==> src/spi_lp_pkg.sv <==
// Package: register map, field positions, reset values and timing counts
package spi_lp_pkg;

  // --------------------------------------------------------------------
  // Register word offsets (byte addresses, one aligned word each)
  // --------------------------------------------------------------------
  localparam logic [3:0] OFS_DATA = 4'h0;
  localparam logic [3:0] OFS_CTRL = 4'h4;
  localparam logic [3:0] OFS_CSR = 4'h8;
  localparam logic [3:0] OFS_STAT = 4'hc;

  // --------------------------------------------------------------------
  // Control register fields
  // --------------------------------------------------------------------
  localparam int CTL_IRQ_EN = 7;
  localparam int CTL_PORT_EN = 6;
  localparam int CTL_DIV2 = 5;
  localparam int CTL_MASTER = 4;
  localparam int CTL_CLK_IDLE_LEVEL = 3;
  localparam int CTL_CLK_SAMPLE_PHASE = 2;
  localparam int CTL_DIV1 = 1;
  localparam int CTL_DIV0 = 0;
  localparam logic [3:0] CTL_TOP_RESET = 4'h0;
  localparam logic [3:0] CTL_LOW_RESET = 4'h0;

  // --------------------------------------------------------------------
  // Control/status register fields
  // --------------------------------------------------------------------
  localparam int CSR_DONE = 7;
  localparam int CSR_CLASH = 6;
  localparam int CSR_OVR = 5;
  localparam int CSR_FAULT = 4;
  localparam int CSR_OUT_DIS = 2;
  localparam int CSR_SSM = 1;
  localparam int CSR_SSI = 0;
  localparam logic [7:0] CSR_RESET = 8'h00;

  // --------------------------------------------------------------------
  // Serial engine constants
  // --------------------------------------------------------------------
  localparam int BYTE_BITS = 8;
  localparam logic [3:0] BIT_COUNT = 4'h8;
  localparam logic [6:0] HALF_DIV_RESET = 7'h01;
  // Half period of the master clock in CPU cycles, per divide ratio
  localparam logic [6:0] HALF_DIV_4 = 7'h02;
  localparam logic [6:0] HALF_DIV_8 = 7'h04;
  localparam logic [6:0] HALF_DIV_16 = 7'h08;
  localparam logic [6:0] HALF_DIV_32 = 7'h10;
  localparam logic [6:0] HALF_DIV_64 = 7'h20;
  localparam logic [6:0] HALF_DIV_128 = 7'h40;

  typedef enum logic [1:0] {
    XFER_IDLE = 2'b00,
    XFER_RUN = 2'b01,
    XFER_DONE = 2'b11
  } xfer_state_t;

endpackage

==> src/spi_ctrl_lowpower.sv <==
// Serial peripheral: control, status, low-power and byte shifter
//
// Our own choices: the Avalon-MM slave port and the placing of the registers.
`timescale 1ns/1ps

// Summary of operation
// - Wait mode leaves the interface running; done, fault or overrun wakes.
// - Halt freezes registers and serial activity, except a slave selected at halt entry, until an interrupt wakes.
// - As slave, done may exit halt; fault and overrun only exit wait.
// - More than one completed byte before done is cleared sets overrun.
// - Halt wake only if effective slave select was low at halt entry.
// - One interrupt if enable set, mask clear, done/fault/overrun set.
// - Control bits: irq enable, port, div2, master, clk_idle_level, clk_sample_phase, div1:0.
// - Port enable cleared by reset and by select low in master mode.
// - Master bit cleared by select low in master; master drives clock out.
// - Master divide by div bits: 100/4 000/8 001/16 110/32 010/64 011/128.
// - Divider bits have no effect in slave mode; clock comes from master.
// - Clock polarity sets idle clock level in both modes.
// - Phase 0 captures on first clock edge, phase 1 on second.
// - Status resets to zero: done, clash, ovr, fault, 0, od, ssm, ssi.
// - Done set on byte end; cleared by status access then data access.
// - Data writes ignored while done is set until status is accessed.
// - Data write mid-transfer sets clash; transfer goes on, write dropped.
// - Overrun set on byte end while done set; status read clears it.
// - Select low as master sets fault; access then control write clears.
// - Output disable bit turns off MOSI as master or MISO as slave.
// - Select management bit chooses internal select bit instead of pin.
// - Internal select bit: 0 selects slave, 1 deselects.
// - Data write loads 8-bit shifter, sent most significant bit first.
module spi_ctrl_lowpower
  import spi_lp_pkg::*;
(
  // Clock and reset
  input wire logic clock,
  input wire logic rst,
  // Avalon-MM slave
  input wire logic [3:0] address,
  input wire logic read,
  input wire logic write,
  input wire logic [31:0] writedata,
  input wire logic [3:0] byteenable,
  output logic [31:0] readdata,
  output logic waitrequest,
  // Processor power state and interrupt mask
  input wire logic cpuHalt,
  input wire logic cpuWait,
  input wire logic cpuIrqMask,
  output logic irqRequest,
  output logic wakeFromWait,
  output logic wakeFromHalt,
  // Serial pins
  input wire logic sckIn,
  output logic sckOut,
  output logic sckOe,
  input wire logic mosiIn,
  output logic mosiOut,
  output logic mosiOe,
  input wire logic misoIn,
  output logic misoOut,
  output logic misoOe,
  input wire logic selectInN,
  output logic portEnable
);

  // ------------------------------------------------------------------
  // Registers and internal state
  // ------------------------------------------------------------------
  logic [7:0] ctrl;
  logic doneFlag, clashFlag, ovrFlag, faultFlag;
  logic outDisable, softManage, softLevel;
  logic [7:0] shiftReg, rxBuf;
  logic [3:0] bitCnt;
  logic [6:0] divCnt;
  logic sckInt, sckPrev;
  logic csrSeen, faultSeen, clashSeen;
  logic selectHaltN, accessPhase, halfDone;
  xfer_state_t state;

  // Decoded bus strobes; every access answers in its second cycle
  logic rdStb, wrStb, wrLow;
  assign rdStb = read & accessPhase;
  assign wrStb = write & accessPhase;
  assign wrLow = wrStb & byteenable[0];

  // Effective select level, low means selected
  logic selectN;
  assign selectN = softManage ? softLevel : selectInN;

  logic master, running, modeFault, frozen;
  assign master = ctrl[CTL_MASTER];
  assign running = (state == XFER_RUN);
  // Halt freezes all but a slave selected at halt entry, which keeps
  // receiving so that a finished byte can wake the processor
  logic haltListen;
  assign haltListen = ~master & ctrl[CTL_PORT_EN] &
                      (halfDone ? ~selectHaltN : ~selectN);
  assign frozen = cpuHalt & ~haltListen;
  assign modeFault = master & ~selectN & ctrl[CTL_PORT_EN];

  // Half period of master clock in CPU cycles
  logic [6:0] halfDiv;
  always_comb begin
    unique case ({ctrl[CTL_DIV2], ctrl[CTL_DIV1], ctrl[CTL_DIV0]})
      3'b100: halfDiv = HALF_DIV_4;
      3'b000: halfDiv = HALF_DIV_8;
      3'b001: halfDiv = HALF_DIV_16;
      3'b110: halfDiv = HALF_DIV_32;
      3'b010: halfDiv = HALF_DIV_64;
      3'b011: halfDiv = HALF_DIV_128;
      default: halfDiv = HALF_DIV_128;
    endcase
  end

  // ------------------------------------------------------------------
  // Bus handshake: waitrequest high for first cycle of each request
  // ------------------------------------------------------------------
  always_ff @(posedge clock) begin
    if (rst) begin
      accessPhase <= 1'b0;
      waitrequest <= 1'b1;
    end else begin
      accessPhase <= (read | write) & ~accessPhase;
      waitrequest <= ~((read | write) & ~accessPhase);
    end
  end

  // Read data
  always_ff @(posedge clock) begin
    if (rst) begin
      readdata <= 32'h0;
    end else if ((read | write) & ~accessPhase & read) begin
      unique case (address)
        OFS_DATA: readdata <= {24'h0, rxBuf};
        OFS_CTRL: readdata <= {24'h0, ctrl};
        // Reserved bit 3 always reads zero
        OFS_CSR: readdata <= {24'h0, doneFlag, clashFlag, ovrFlag, faultFlag,
                              1'b0, outDisable, softManage, softLevel};
        OFS_STAT: readdata <= {29'h0, state == XFER_RUN, selectHaltN, frozen};
        default: readdata <= 32'h0;
      endcase
    end
  end

  // ------------------------------------------------------------------
  // Control register with hardware clear on mode fault
  // ------------------------------------------------------------------
  always_ff @(posedge clock) begin
    if (rst) begin
      ctrl <= {CTL_TOP_RESET, CTL_LOW_RESET};
    end else if (!frozen) begin
      if (modeFault) begin
        ctrl[CTL_PORT_EN] <= 1'b0;
        ctrl[CTL_MASTER] <= 1'b0;
      end else if (wrLow && address == OFS_CTRL) begin
        ctrl <= writedata[7:0];
        // Port and master stay clear while fault is pending
        if (faultFlag && !faultSeen) begin
          ctrl[CTL_PORT_EN] <= 1'b0;
          ctrl[CTL_MASTER] <= 1'b0;
        end
      end
    end
  end

  // Control/status software bits
  always_ff @(posedge clock) begin
    if (rst) begin
      outDisable <= CSR_RESET[CSR_OUT_DIS];
      softManage <= CSR_RESET[CSR_SSM];
      softLevel <= CSR_RESET[CSR_SSI];
    end else if (!frozen && wrLow && address == OFS_CSR) begin
      outDisable <= writedata[CSR_OUT_DIS];
      softManage <= writedata[CSR_SSM];
      softLevel <= writedata[CSR_SSI];
    end
  end

  // ------------------------------------------------------------------
  // Serial engine: shift, clock generation and sampling
  // ------------------------------------------------------------------
  logic edgeNow, leadEdge, sampleEdge, slaveSel, doneEvt;
  logic nextSck;
  assign slaveSel = ~master & ~selectN & ctrl[CTL_PORT_EN];
  // Master toggles internal clock; slave watches pin
  assign nextSck = master ? sckInt : sckIn;
  assign edgeNow = running & (nextSck != sckPrev);
  // Leading edge leaves idle level
  assign leadEdge = edgeNow & (nextSck != ctrl[CTL_CLK_IDLE_LEVEL]);
  // Capture edge: first when phase 0, second when phase 1
  assign sampleEdge = edgeNow & (leadEdge ^ ctrl[CTL_CLK_SAMPLE_PHASE]);
  assign doneEvt = sampleEdge & (bitCnt == 4'h1);

  logic dataIn, dataWr;
  assign dataIn = master ? misoIn : mosiIn;
  assign dataWr = wrLow && address == OFS_DATA;

  always_ff @(posedge clock) begin
    if (rst) begin
      state <= XFER_IDLE;
      shiftReg <= 8'h0;
      bitCnt <= 4'h0;
      divCnt <= HALF_DIV_RESET;
      sckInt <= 1'b0;
      sckPrev <= 1'b0;
      rxBuf <= 8'h0;
    end else if (!frozen) begin
      sckPrev <= nextSck;
      unique case (state)
        XFER_IDLE: begin
          sckInt <= ctrl[CTL_CLK_IDLE_LEVEL];
          sckPrev <= master ? ctrl[CTL_CLK_IDLE_LEVEL] : sckIn;
          divCnt <= HALF_DIV_RESET;
          // Accepted write loads the shifter
          if (dataWr && !(doneFlag && !csrSeen)) begin
            shiftReg <= writedata[7:0];
            bitCnt <= BIT_COUNT;
            if (master && ctrl[CTL_PORT_EN]) begin
              state <= XFER_RUN;
            end
          end
          if (slaveSel) begin
            if (bitCnt == 4'h0) begin
              bitCnt <= BIT_COUNT;
            end
            state <= XFER_RUN;
          end
        end
        XFER_RUN: begin
          if (master) begin
            if (divCnt == halfDiv) begin
              divCnt <= HALF_DIV_RESET;
              sckInt <= ~sckInt;
            end else begin
              divCnt <= divCnt + 7'h01;
            end
          end
          if (sampleEdge) begin
            shiftReg <= {shiftReg[BYTE_BITS-2:0], dataIn}; // MSB first
            bitCnt <= bitCnt - 4'h1;
          end
          if (doneEvt) begin
            rxBuf <= {shiftReg[BYTE_BITS-2:0], dataIn};
            // Phase 1 ends on the idle level; phase 0 still owes an edge
            if (ctrl[CTL_CLK_SAMPLE_PHASE]) begin
              state <= XFER_DONE;
            end
          end else if (edgeNow && bitCnt == 4'h0) begin
            state <= XFER_DONE; // Last half period runs in full
          end
          if (!master && selectN) begin
            bitCnt <= 4'h0; // Drop a partial count so reselect starts fresh
            state <= XFER_IDLE; // Slave deselected mid-byte
          end
          if (!ctrl[CTL_PORT_EN]) begin
            state <= XFER_IDLE;
          end
        end
        XFER_DONE: begin
          // Return the clock to its idle level and clear the count, then idle
          sckInt <= ctrl[CTL_CLK_IDLE_LEVEL];
          bitCnt <= 4'h0;
          state <= XFER_IDLE;
        end
        default: state <= XFER_IDLE;
      endcase
    end
  end

  // ------------------------------------------------------------------
  // Status flags; hardware set wins over software clear
  // ------------------------------------------------------------------
  logic csrAcc, csrRead, dataRead, ctrlWrite;
  assign csrAcc = (rdStb | wrStb) && address == OFS_CSR;
  assign csrRead = rdStb && address == OFS_CSR;
  assign dataRead = rdStb && address == OFS_DATA;
  assign ctrlWrite = wrStb && address == OFS_CTRL;

  always_ff @(posedge clock) begin
    if (rst) begin
      doneFlag <= CSR_RESET[CSR_DONE];
      csrSeen <= 1'b0;
    end else if (doneEvt && !frozen) begin
      doneFlag <= 1'b1;
      csrSeen <= 1'b0;
    end else if (doneFlag && csrAcc) begin
      csrSeen <= 1'b1;
    end else if (csrSeen && (dataRead || dataWr)) begin
      doneFlag <= 1'b0;
      csrSeen <= 1'b0;
    end
  end

  always_ff @(posedge clock) begin
    if (rst) begin
      ovrFlag <= CSR_RESET[CSR_OVR];
    end else if (doneEvt && doneFlag && !frozen) begin
      ovrFlag <= 1'b1;
    end else if (csrRead) begin
      ovrFlag <= 1'b0;
    end
  end

  always_ff @(posedge clock) begin
    if (rst) begin
      clashFlag <= CSR_RESET[CSR_CLASH];
      clashSeen <= 1'b0;
    end else if (dataWr && running && !frozen) begin
      clashFlag <= 1'b1;
      clashSeen <= 1'b0;
    end else if (clashFlag && csrRead) begin
      clashSeen <= 1'b1;
    end else if (clashSeen && dataRead) begin
      clashFlag <= 1'b0;
      clashSeen <= 1'b0;
    end
  end

  always_ff @(posedge clock) begin
    if (rst) begin
      faultFlag <= CSR_RESET[CSR_FAULT];
      faultSeen <= 1'b0;
    end else if (modeFault && !frozen) begin
      faultFlag <= 1'b1;
      faultSeen <= 1'b0;
    end else if (faultFlag && (rdStb || wrStb) && !ctrlWrite) begin
      faultSeen <= 1'b1;
    end else if (faultSeen && ctrlWrite) begin
      faultFlag <= 1'b0;
      faultSeen <= 1'b0;
    end
  end

  // ------------------------------------------------------------------
  // Interrupt request and wake-up outputs
  // ------------------------------------------------------------------
  always_ff @(posedge clock) begin
    if (rst) begin
      selectHaltN <= 1'b1;
      halfDone <= 1'b0;
    end else begin
      halfDone <= cpuHalt;
      // Capture select level on halt entry
      if (cpuHalt && !halfDone) begin
        selectHaltN <= selectN;
      end
    end
  end

  always_ff @(posedge clock) begin
    if (rst) begin
      irqRequest <= 1'b0;
      wakeFromWait <= 1'b0;
      wakeFromHalt <= 1'b0;
    end else begin
      // Shared request; clash never contributes
      irqRequest <= ctrl[CTL_IRQ_EN] & ~cpuIrqMask &
                    (doneFlag | faultFlag | ovrFlag);
      // Done, fault or overrun ends wait; interface keeps running
      wakeFromWait <= cpuWait & ctrl[CTL_IRQ_EN] &
                      (doneFlag | faultFlag | ovrFlag);
      // Only slave done exits halt, if selected at entry
      wakeFromHalt <= cpuHalt & ctrl[CTL_IRQ_EN] & ~master &
                      ~selectHaltN & doneFlag;
    end
  end

  // ------------------------------------------------------------------
  // Pin drivers
  // ------------------------------------------------------------------
  always_ff @(posedge clock) begin
    if (rst) begin
      sckOut <= 1'b0;
      sckOe <= 1'b0;
      mosiOut <= 1'b0;
      mosiOe <= 1'b0;
      misoOut <= 1'b0;
      misoOe <= 1'b0;
      portEnable <= 1'b0;
    end else begin
      portEnable <= ctrl[CTL_PORT_EN];
      sckOut <= running ? sckInt : ctrl[CTL_CLK_IDLE_LEVEL];
      sckOe <= ctrl[CTL_PORT_EN] & master;
      mosiOut <= shiftReg[BYTE_BITS-1];
      misoOut <= shiftReg[BYTE_BITS-1];
      // Data output direction swaps with role
      mosiOe <= ctrl[CTL_PORT_EN] & master & ~outDisable;
      misoOe <= ctrl[CTL_PORT_EN] & ~master & ~outDisable & ~selectN;
    end
  end

endmodule

==> config.mk <==
export PLATFORM = sky130hd
export DESIGN_NAME = spi_ctrl_lowpower
export DESIGN_NICKNAME = d
export VERILOG_FILES = /design/src/spi_lp_pkg.sv /design/src/spi_ctrl_lowpower.sv
export SDC_FILE = /design/constraint.sdc
export NUM_CORES = 1
export LEC_CHECK = 0
export ABC_AREA = 1
export BUFFER_PORTS_ARGS = -buffer_cell sky130_fd_sc_hd__buf_2
export CAP_MARGIN = 20
export CORE_AREA = 4 4 118 120
export CTS_CLUSTER_DIAMETER = 150
export DETAILED_ROUTE_END_ITERATION = 6
export DIE_AREA = 0 0 122 124
export GPL_TIMING_DRIVEN = 0
export SLEW_MARGIN = 20
export SYNTH_ARGS = -nofsm -noshare
export SYNTH_HDL_FRONTEND = slang
export SYNTH_SLANG_ARGS = --single-unit
==> constraint.sdc <==
create_clock -name clock -period 2 [get_ports clock]
set_input_delay 0.1 -clock clock [delete_from_list [all_inputs] [get_ports clock]]
set_output_delay 0.1 -clock clock [all_outputs]
set_load 0.01 [all_outputs]
==> flow_metrics.tcl <==
set metrics [dict create \
    ys_ff_latch 70 \
    cp_slowest_stage_delay_ps 380 \
    viasPerCell 4.49 \
    io_pins 94 \
    fin_crit_ps 1880 \
    first_pass_iters 4 \
    dp_hpwl_um 7820 \
    antenna_found_initial 0 \
    cts-buffers-inserted 9 \
    start_kind "flop" \
    ir_drop_v 0.000347 \
    clock_latency_ps 330 \
    hp-class "in2reg" \
    grt_pass1_vias 3244 \
    slowest_stage "dfxtp_1" \
    core_sq_mm 0.0130 \
    arrival_ps 2100 \
    area.growth.synth_to_final_pct 22.4 \
    worstMarginPinSlew_ps 607 \
    layout_commonest_cell "nand2_1" \
    whs_ps 17.6 \
    fmax_mhz 533 \
    max_cap_violations 0 \
    top_layer_used "met4" \
    wl_met3_um 525 \
    drive_above_1_share 0.205 \
    required_ps 2220 \
    start_util 0.292 \
    die_w_um 122 \
    synth_edf_count 0 \
    tns_ps 0 \
    cts_root_buf "clkbuf_16" \
    dieArea_sq_mm 0.0151 \
    rows 42 \
    cts_tree "yes" \
    grt_usage 0.137 \
    synth_cell_type_count 38 \
    seq_area_frac_synth 0.370 \
    clkTransAtPathRegs_ps 60 \
    syn_area_sq_mm 0.00379 \
    synthCells 548 \
    port_buffers 41 \
    routed_wl_um 10300 \
    final_hold_viol_count 0 \
    cts.htree.levels 3 \
    fillCellCount 1422 \
    finalMaxSlewViolations 0 \
    vias 3634 \
    mostFrequentLayoutCells "123 x nand2_1, 70 x dfxtp_1, 63 x nor2_1" \
    synth_warnings 0 \
    path_max_fanout 10 \
    finalClockSkew_ps 6.42 \
    gp_congestion 0.874 \
    crit_top_cell "buf_6" \
    end_kind "flop" \
    cts_sinks 70 \
    rsz0062_at_grt "no" \
    nets 687 \
    met1Wirelength_um 4800 \
    grt_max_degree 13 \
    met2_length_um 4900 \
    synth_area_leaders "dfxtp_1 37%, nand2_1 12%, nor2_1 6.2%" \
    post-route-period-util 0.939 \
    status "finished clean" \
    diodes 0 \
    synthFlopType "dfxtp_1" \
    cts_max_path_buffers 2 \
    cellLeakagePower_nw 2.05 \
    postSynthAreaPerCell_sq_um 6.92 \
    overflow 0 \
    grt_pass1_wl_um 16400 \
    power_density_mw_per_mm2 702 \
    wire_per_inst_um 12.8 \
    path_class "reg2reg" \
    maxSlewHeadroom 0.596 \
    drc 0 \
    setup_viol 0 \
    crit_path_cell_trace "inv_1 -> ha_1 -> buf_2 -> inv_2 -> nand2_1 -> and3_1 -> buf_6 -> buf_6 -> a21oi_1 -> nor2_1" \
    drtAntennaViolNets 0 \
    synth_top_area_share 0.370 \
    async_flop_share 0 \
    synth_top_area_cell "dfxtp_1" \
    die_h_um 124 \
    first_iter_violations 204 \
]
[logic make-up after synthesis]
group | count (synthesis) | share of synthesized area
AOI/OAI and AO/OA | 104 | 0.151
xor gates and xnor gates | 6 | 0.0139
adders and majority gates | 8 | 0.0264
buffers and inverters | 103 | 0.138
DFF | 70 | 0.370
other | 1 | 0.000989
and+or+nand+nor | 256 | 0.300
[cell usage after synthesis (8+ instances only)]
| cell | number |
|---|---|
| buf_4 | 26 |
| ha_1 | 8 |
| nand2_1 | 124 |
| inv_1 | 53 |
| nand3_1 | 24 |
| nand4_1 | 13 |
| a21oi_1 | 42 |
| dfxtp_1 | 70 |
| o21ai_0 | 40 |
| inv_2 | 8 |
| nor2_1 | 63 |
| nand2_2 | 9 |
[state kept, by name (all words and copies together), names as in the netlist, 2 cells and up]
register	count
divCnt	7
rxBuf	8
state	2
readdata	8
ctrl	8
bitCnt	4
shiftReg	8
[metrics by stage]
step / instances / power [W] / area [sq um] / setup WS, ps / utilization
5_1_grt: 809 / 0.00338 / 4640 / 7.15 / 0.357
6_report: 809 / 0.00325 / 4640 / 123 / 0.357
4_1_cts: 805 / 0.00328 / 4600 / 43.7 / 0.355
2_1_floorplan: 571 / 0.00162 / 3880 / 348 / -
3_3_place_gp: 788 / 0.00170 / 4300 / 58.2 / 0.331
3_5_place_dp: 788 / 0.00170 / 4300 / 63.8 / 0.331
[final cells by class]
class                           instances  area [sq um]  area share
Buffer                                 40           282      0.0607
Clock inverter                          5          60.1      0.0130
Inverter                               63           241      0.0521
Sequential cell                        70          1400       0.302
Timing Repair Buffer                   46           245      0.0529
Multi-Input combinational cell        398          1950       0.421
Clock buffer                           11           233      0.0502
Tap cell                              176           220      0.0475
[critical path: cells and delay by family, from the launching register on]
kind	cells	cell delay (ps)
AO/OA/AOI/OAI	1	120
adder cells (fa/ha/maj)	1	170
buffers and inverters	5	680
flip-flops	1	380
AND/OR/NAND/NOR	3	420
[final timing paths]
kind	start	end	slack, ps	depth (start not counted)
min	cpuWait	wakeFromWait$_SDFF_PP0_	20	3
max reg2reg	state[1]$_SDFFE_PP0P_	shiftReg[5]$_SDFFE_PP0P_	120	10
min reg2reg	shiftReg[7]$_SDFFE_PP0P_	misoOut$_SDFF_PP0_	430	2
max	state[1]$_SDFFE_PP0P_	shiftReg[5]$_SDFFE_PP0P_	120	10
[power breakdown]
| group | switching (W) | internal, W | leakage (nW) |
|---|---|---|---|
| registers | 0.00000982 | 0.00141 | 0.566 |
| logic | 0.000160 | 0.0000918 | 1.36 |
| clock network | 0.000617 | 0.000966 | 0.128 |
| total | 0.000788 | 0.00247 | 2.05 |
[repair_timing]
action / 4_1_cts / 5_1_grt
setup endpoints to repair: 0 / 16
endpoints found under the hold margin: 1 / 0
hold buffers: 1 / 0
buffers inserted: 0 / 4
resized for setup: 0 / 2
[layer usage]
| metal | vias to the layer above | GRT usage |
|---|---|---|
| met4 | 0 | 0.0434 |
| met2 | 87 | 0.226 |
| met1 | 1643 | 0.182 |
| met5 | - | 0 |
| met3 | 12 | 0.0250 |
| li1 | 1892 | - |
(Power assumes the default switching activity.)
